File: src/logic/ria_pkg.sv
package ria_pkg;
  // geometry
  localparam int          NUM_PORTS   = 4;
  localparam int          NUM_SLOTS   = 8;
  // register map: port select, physical ids, alias slots
  localparam logic [7:0]  PORT_SEL_OFS   = 8'h4c;
  localparam logic [7:0]  PHYS_ID_BASE   = 8'h5d;
  localparam logic [7:0]  ALIAS_BASE     = 8'h65;
  localparam logic [7:0]  ALIAS_SLOT_FOUR  = 8'h69;
  localparam logic [7:0]  ALIAS_SLOT_FIVE  = 8'h6a;
  localparam logic [7:0]  ALIAS_SLOT_SIX   = 8'h6b;
  // field layout and reset values
  localparam int          ADDR_MSB    = 7;
  localparam int          ADDR_LSB    = 1;
  localparam int          AUTO_ACK_BIT = 0;
  localparam logic [7:0]  ALIAS_RST   = 8'h00;
  localparam logic [7:0]  PHYS_RST    = 8'h00;
  localparam logic [7:0]  PORT_SEL_RST = 8'h00;
  localparam logic [6:0]  ALIAS_OFF   = 7'h00;

  // register access request
  typedef struct packed {
    logic       wr;
    logic       rd;
    logic [7:0] addr;
    logic [7:0] wdata;
  } ria_reg_req_type;

  // transaction presented for decoding
  typedef struct packed {
    logic       valid;
    logic [1:0] port;
    logic [6:0] addr;
    logic       is_write;
  } ria_txn_type;

  // result of decoding
  typedef struct packed {
    logic       valid;
    logic       hit;
    logic [1:0] port;
    logic [2:0] slot;
    logic [6:0] phys_addr;
    logic       auto_ack;
  } ria_fwd_type;
endpackage

File: src/logic/ria_alias_remap.sv
// Operation
// each port owns its alias copy; port-select register steers register access
// alias is a 7-bit address in bits 7:1, matched against incoming target
// matched target address replaced by same-index physical id before forwarding
// alias value zero disables its slot; never matches or forwards
// slot auto-ack bit 0 acknowledges writes regardless of link or remote ack
// eight slots per port at consecutive byte addresses, paired by index
// alias and auto-ack fields are read/write and reset to zero
// physical id is 7 bits in 7:1; remapped transaction sent over control channel
// several matching slots resolve to the lowest-numbered one
`timescale 1ns/1ps
module ria_alias_remap (
  input  wire logic                     sys_clk,
  input  wire logic                     arst_n,
  input  wire logic                     clk_en,
  input  wire ria_pkg::ria_reg_req_type reg_req,
  output logic [7:0]                    reg_rdata,
  output logic                          reg_rvalid,
  input  wire ria_pkg::ria_txn_type     txn_in,
  output ria_pkg::ria_fwd_type          fwd_out,
  output logic                          fwd_auto_ack_wr
);
  localparam int NP = ria_pkg::NUM_PORTS;
  localparam int NS = ria_pkg::NUM_SLOTS;

  logic [7:0] port_sel_r;
  logic [7:0] alias_r [NP][NS];
  logic [7:0] phys_r  [NP][NS];
  logic [1:0] acc_port;
  logic [7:0] rd_nxt;
  logic [NS-1:0] match;
  logic       hit;
  logic [2:0] hit_slot;
  logic [7:0] alias_sel;
  logic [7:0] phys_sel;
  ria_pkg::ria_fwd_type fwd_nxt;

  // port currently open to register access
  assign acc_port = port_sel_r[1:0];

  // port select register
  always_ff @(posedge sys_clk or negedge arst_n) begin
    if (!arst_n) begin
      port_sel_r <= ria_pkg::PORT_SEL_RST;
    end else if (clk_en && reg_req.wr && reg_req.addr == ria_pkg::PORT_SEL_OFS) begin
      port_sel_r <= reg_req.wdata;
    end
  end

  // per-port, per-slot storage
  for (genvar p = 0; p < NP; p++) begin : g_port
    for (genvar s = 0; s < NS; s++) begin : g_slot
      logic wr_alias;
      logic wr_phys;
      assign wr_alias = clk_en && reg_req.wr && acc_port == 2'(p)
                        && reg_req.addr == ria_pkg::ALIAS_BASE + 8'(s);
      assign wr_phys  = clk_en && reg_req.wr && acc_port == 2'(p)
                        && reg_req.addr == ria_pkg::PHYS_ID_BASE + 8'(s);
      always_ff @(posedge sys_clk or negedge arst_n) begin
        if (!arst_n) begin
          alias_r[p][s] <= ria_pkg::ALIAS_RST;
        end else if (wr_alias) begin
          alias_r[p][s] <= reg_req.wdata;
        end
      end
      always_ff @(posedge sys_clk or negedge arst_n) begin
        if (!arst_n) begin
          phys_r[p][s] <= ria_pkg::PHYS_RST;
        end else if (wr_phys) begin
          phys_r[p][s] <= {reg_req.wdata[7:1], 1'b0};
        end
      end
    end
  end

  // read decode
  always_comb begin
    rd_nxt = 8'h00;
    if (reg_req.addr == ria_pkg::PORT_SEL_OFS) begin
      rd_nxt = port_sel_r;
    end else if (reg_req.addr >= ria_pkg::ALIAS_BASE
                 && reg_req.addr < ria_pkg::ALIAS_BASE + 8'(NS)) begin
      rd_nxt = alias_r[acc_port][3'(reg_req.addr - ria_pkg::ALIAS_BASE)];
    end else if (reg_req.addr >= ria_pkg::PHYS_ID_BASE
                 && reg_req.addr < ria_pkg::PHYS_ID_BASE + 8'(NS)) begin
      rd_nxt = phys_r[acc_port][3'(reg_req.addr - ria_pkg::PHYS_ID_BASE)];
    end
  end

  always_ff @(posedge sys_clk or negedge arst_n) begin
    if (!arst_n) begin
      reg_rdata  <= 8'h00;
      reg_rvalid <= 1'b0;
    end else if (clk_en) begin
      reg_rvalid <= reg_req.rd;
      reg_rdata  <= reg_req.rd ? rd_nxt : 8'h00;
    end
  end

  // alias compare against the transaction's port
  for (genvar s = 0; s < NS; s++) begin : g_match
    assign match[s] = alias_r[txn_in.port][s][ria_pkg::ADDR_MSB:ria_pkg::ADDR_LSB]
                      != ria_pkg::ALIAS_OFF
                      && alias_r[txn_in.port][s][ria_pkg::ADDR_MSB:ria_pkg::ADDR_LSB]
                      == txn_in.addr;
  end

  // lowest-numbered match wins
  always_comb begin
    hit_slot = 3'h0;
    for (int i = NS - 1; i >= 0; i--) begin
      if (match[i]) begin
        hit_slot = 3'(i);
      end
    end
  end

  assign hit       = txn_in.valid && (|match);
  assign alias_sel = alias_r[txn_in.port][hit_slot];
  assign phys_sel  = phys_r[txn_in.port][hit_slot];

  // forward record
  always_comb begin
    fwd_nxt           = '0;
    fwd_nxt.valid     = txn_in.valid;
    fwd_nxt.hit       = hit;
    fwd_nxt.port      = txn_in.port;
    fwd_nxt.slot      = hit ? hit_slot : 3'h0;
    fwd_nxt.phys_addr = hit ? phys_sel[ria_pkg::ADDR_MSB:ria_pkg::ADDR_LSB]
                            : 7'h00;
    fwd_nxt.auto_ack  = hit && alias_sel[ria_pkg::AUTO_ACK_BIT];
  end

  always_ff @(posedge sys_clk or negedge arst_n) begin
    if (!arst_n) begin
      fwd_out         <= '0;
      fwd_auto_ack_wr <= 1'b0;
    end else if (clk_en) begin
      fwd_out         <= fwd_nxt;
      fwd_auto_ack_wr <= fwd_nxt.auto_ack && txn_in.is_write;
    end
  end
endmodule

File: config.mk
export PLATFORM = sky130hd
export DESIGN_NAME = ria_alias_remap
export DESIGN_NICKNAME = d
export VERILOG_FILES = /design/src/logic/ria_pkg.sv /design/src/logic/ria_alias_remap.sv
export SDC_FILE = /design/constraint.sdc
export NUM_CORES = 1
export LEC_CHECK = 0
export ABC_AREA = 1
export ABC_CLOCK_PERIOD_IN_PS = 2800
export BUFFER_PORTS_ARGS = -buffer_cell sky130_fd_sc_hd__buf_4
export CAP_MARGIN = 10
export CORE_ASPECT_RATIO = 1.2
export CORE_UTILIZATION = 35
export CTS_BUF_LIST = sky130_fd_sc_hd__clkbuf_2 sky130_fd_sc_hd__clkbuf_4 sky130_fd_sc_hd__clkbuf_8
export CTS_CLUSTER_SIZE = 24
export DETAILED_ROUTE_END_ITERATION = 7
export PLACE_DENSITY = 0.51
export SYNTH_ARGS = -nofsm -noshare
export SYNTH_HDL_FRONTEND = slang
export SYNTH_SLANG_ARGS = --single-unit
File: constraint.sdc
create_clock -name sys_clk -period 2.8 [get_ports sys_clk]
set_input_delay 0.14 -clock sys_clk [delete_from_list [all_inputs] [get_ports sys_clk]]
set_output_delay 0.14 -clock sys_clk [all_outputs]
set_load 0.1 [all_outputs]
==> impl_results.md <==
- Max-slew headroom: 39.5%
- CP arrival: around 3.5 ns
- Core footprint: 0.0767 sq mm
- Post-synthesis xor/xnor area fraction: between 1 and 1.5%
- Worst Path Max Fanout: 22
- Total die area: a little under 0.08 sq mm
- Setup crit start kind: register
- Post-Synth Simple-Gate Area: 22.8%
- FILL cells: slightly below 8,000
- IO Port Bufs: 56
- Status: complete, but fails checks
- Crit path from: port_sel_r[0]
- Syn Std Cell Area: approximately 0.027 sq mm
- Placed insts: 4,597
- Final #Nets: 3,744
- Crit path kind: register to register
- Worst r2r src: port_sel_r[0]
- Row count: 111
- Synthesis-to-layout area growth: 20.3%
- Die Wd: 256 um
- Synth Flop Type: dfrtp_1
- Peak VDD IR: 0.299 mV
- Warnings, synthesis: 0
- Number of flops mapped to enable cells by yosys: 0
- Wire per inst: 23.4 um
- Register area share after synthesis: between 40% and 50%
- Worst-path clk slew: 0.06 ns
- Gate count of the mapped netlist: 3,560
- Hold path startpoint: reg_req[1]
- Pleak: 14.4 nW
- Synth Area per Inst: 7.64 sq um
- GRT Util Overall: 28.1%
- Period utilization: 100%
- Syn nets: between 3,000 and 4,000
- DRT iter0 DRCs: 2,952
- CTS Root Cell: clkbuf_8
- Initial antenna violation count: 1
- RSZ-0062 raised after global routing: yes
- Sink of the worst hold path: alias_r[225]
- Wirelength, routed: 112,000 um
- Non-Filler Instances: around 4,800
- Detailed Routing Iterations Pass 1: 6
- Reg2Reg Depth: 12
- Min-delay worst type: primary input to register
- Max Cap Viol: 0
- Yosys reg bits: 513
- Worst hold path stage count: 3
- Synth Area in Adders: 0.184%
- Antenna-violating nets left: 0
- CTS Sinks: 513
- Final Skew: 0.0431 ns
- Vias/cell: ~5.6
- Hold Fails Final Rpt: 0
- CTS tree: yes
- First-pass GRT wire length: 167,000 um
- Synth top area share: 47.2%
- Via count: between 20,000 and 30,000
- Sequential cell area: 0.0128 sq mm
- Slew @ Worst Pin: around 0.9 ns
- CTS max path bufs: 3
- Worst reg2reg endpoint: reg_rdata[1]
- Leading area contributor after synthesis: dfrtp_1
- Final setup fails: 1
- Worst R2R Setup Slack: -0.0004 ns
- DRC: 0
- Critical path required time: 3.45 ns
- PwrDens: 543 mW/mm^2
- GPL Wtd Cong: between 0.9 and 1
- Clock Latency Late Sink: 0.72 ns
- Largest net degree at the start of global routing: 110
- Hpwl dp: approximately 74,000 um
- Ports: 57
- TritonCTS Buffers: 92
- Synth area leaders: dfrtp_1 (47%), nand2_1 (15%), o21ai_0 (12%)
- Min Hold Slack: roughly 0.034 ns
- Ys async rst share: 100%
- Max Slew Vio Count: 0
- Vias in the first global route: 25,535
- Total grt overflow: 0
- Final worst slack: -0.000415 ns
- Initial Util: 35.5%
- F_max: 357 MHz
- Share of layout cells above drive strength 1: 15.2%
- Compound-cell area share of the yosys netlist: 22.4%
- Mux share of post-synthesis cell area: 0%
- CP endpoint kind: register
- Failing checks: negative setup slack
- CTS H-Tree Depth: 3
- Min Tclk post-route: between 2 and 3 ns
- Footprint of the multi-input gates: between 0.01 and 0.015 sq mm
- Largest family of logic cells by synthesized area: simple AND/OR/NAND/NOR gates
- Post-synth cell types: 47
- Die Span Y: a little over 300 um
==> what timing repair did <==
item                                   CTS  global route
setup endpoints to repair                1            14
buffers inserted                         0            19
pin swaps                                0            20
cloned                                   0             2
endpoints found under the hold margin  457             0
hold buffers                            13             0
gates resized for setup                  1            31
==> state kept, by name, summed over array words and instances (netlist names) <==
| register | cells |
|---|---|
| reg_rdata | 8 |
| fwd_auto_ack_wr | 1 |
| fwd_out | 15 |
| phys_r | 224 |
| reg_rvalid | 1 |
| port_sel_r | 8 |
| alias_r | 256 |
==> critical path, stage by stage (launching register included) <==
cell and delay (ns):
dfrtp_2 0.45, buf_4 0.16, nand2_4 0.14, buf_12 0.20
buf_4 0.36, o221ai_1 0.22, o211ai_1 0.36, a21oi_1 0.13
nor3_1 0.30, o21ai_0 0.12, nand2_1 0.07, o211ai_1 0.13
nand2_1 0.09
==> power by group <==
part | leakage (nW) | switching (mW) | internal (mW)
combinational | 6.16 | 1.59 | 0.720
clock | 1.10 | 3.43 | 4.46
sequential | 7.15 | 0.0672 | 7.49
==> layer usage <==
metal  wire [um]  GRT usage (%)  vias up
met1       47700           37.5    13021
met5           0              0        -
met4        5400           13.3        0
li1            -              -    12500
met3        7580           4.12      260
met2       51500           44.8     1148
==> how the worst max path moves through the flow <==
stage,cells after the start,to,slack (ns)
finish,12,reg_rdata[1],-0.0004
global route,21,fwd_out[4],-0.08
CTS,12,reg_rdata[6],-0.0009
detailed placement,19,fwd_out[4],-0.14
global placement,19,fwd_out[4],-0.15
floorplan,14,reg_rdata[5],0.16
==> stage by stage <==
step	utilization [%]	setup TNS [ns]	setup WS, ns	area (sq um)	power (mW)
2_1_floorplan	-	0	0.160	27200	8.81
5_1_grt	42.7	-0.229	-0.0788	32700	18.4
3_5_place_dp	39.4	-0.914	-0.141	30200	9.92
4_1_cts	42.2	-0.000907	-0.000907	32400	17.9
3_3_place_gp	39.4	-0.751	-0.153	30200	9.92
6_report	42.7	-0.000415	-0.000415	32700	17.8
==> cell type report <==
| type | count | share of cell area [%] |
|---|---|---|
| multi-input cells | 2648 | 39.1 |
| well taps | 1017 | 3.89 |
| repair buffers | 344 | 10.1 |
| diodes | 1 | 0.00765 |
| inverters | 109 | 1.33 |
| clock inverters | 21 | 0.536 |
| clock buffers | 147 | 5.77 |
| flip-flops and latches | 513 | 39.3 |
==> synth_stat cells, drive strengths merged (20+ instances only) <==
| cell | number |
|---|---|
| clkbuf | 226 |
| nand4 | 20 |
| a21oi | 98 |
| nor3 | 56 |
| nand2 | 1079 |
| o211ai | 25 |
| nand3 | 205 |
| nor2 | 168 |
| o31ai | 25 |
| o22ai | 186 |
| dfrtp | 513 |
| inv | 103 |
| xor2 | 34 |
| o21ai | 658 |
| buf | 64 |
==> placed cells by master, fill, tap and decap left out, drive strengths merged, types with 34 or more instances in the layout <==
master | synthesis | routed
a21oi | 98 | 98
buf | 64 | 329
clkbuf | 226 | 150
dfrtp | 513 | 513
inv | 103 | 105
nand2 | 1079 | 1079
nand3 | 205 | 205
nor2 | 168 | 168
nor3 | 56 | 56
o21ai | 658 | 658
o22ai | 186 | 186
xor2 | 34 | 34
==> cells by family after synthesis <==
kind of cell | Yosys count
buffers and inverters | 399
DFF | 513
adders and majority gates | 4
AOI/OAI and AO/OA | 1080
xor gates and xnor gates | 34
and+or+nand+nor | 1530
Note: power is estimated with default switching activity, not from simulation.
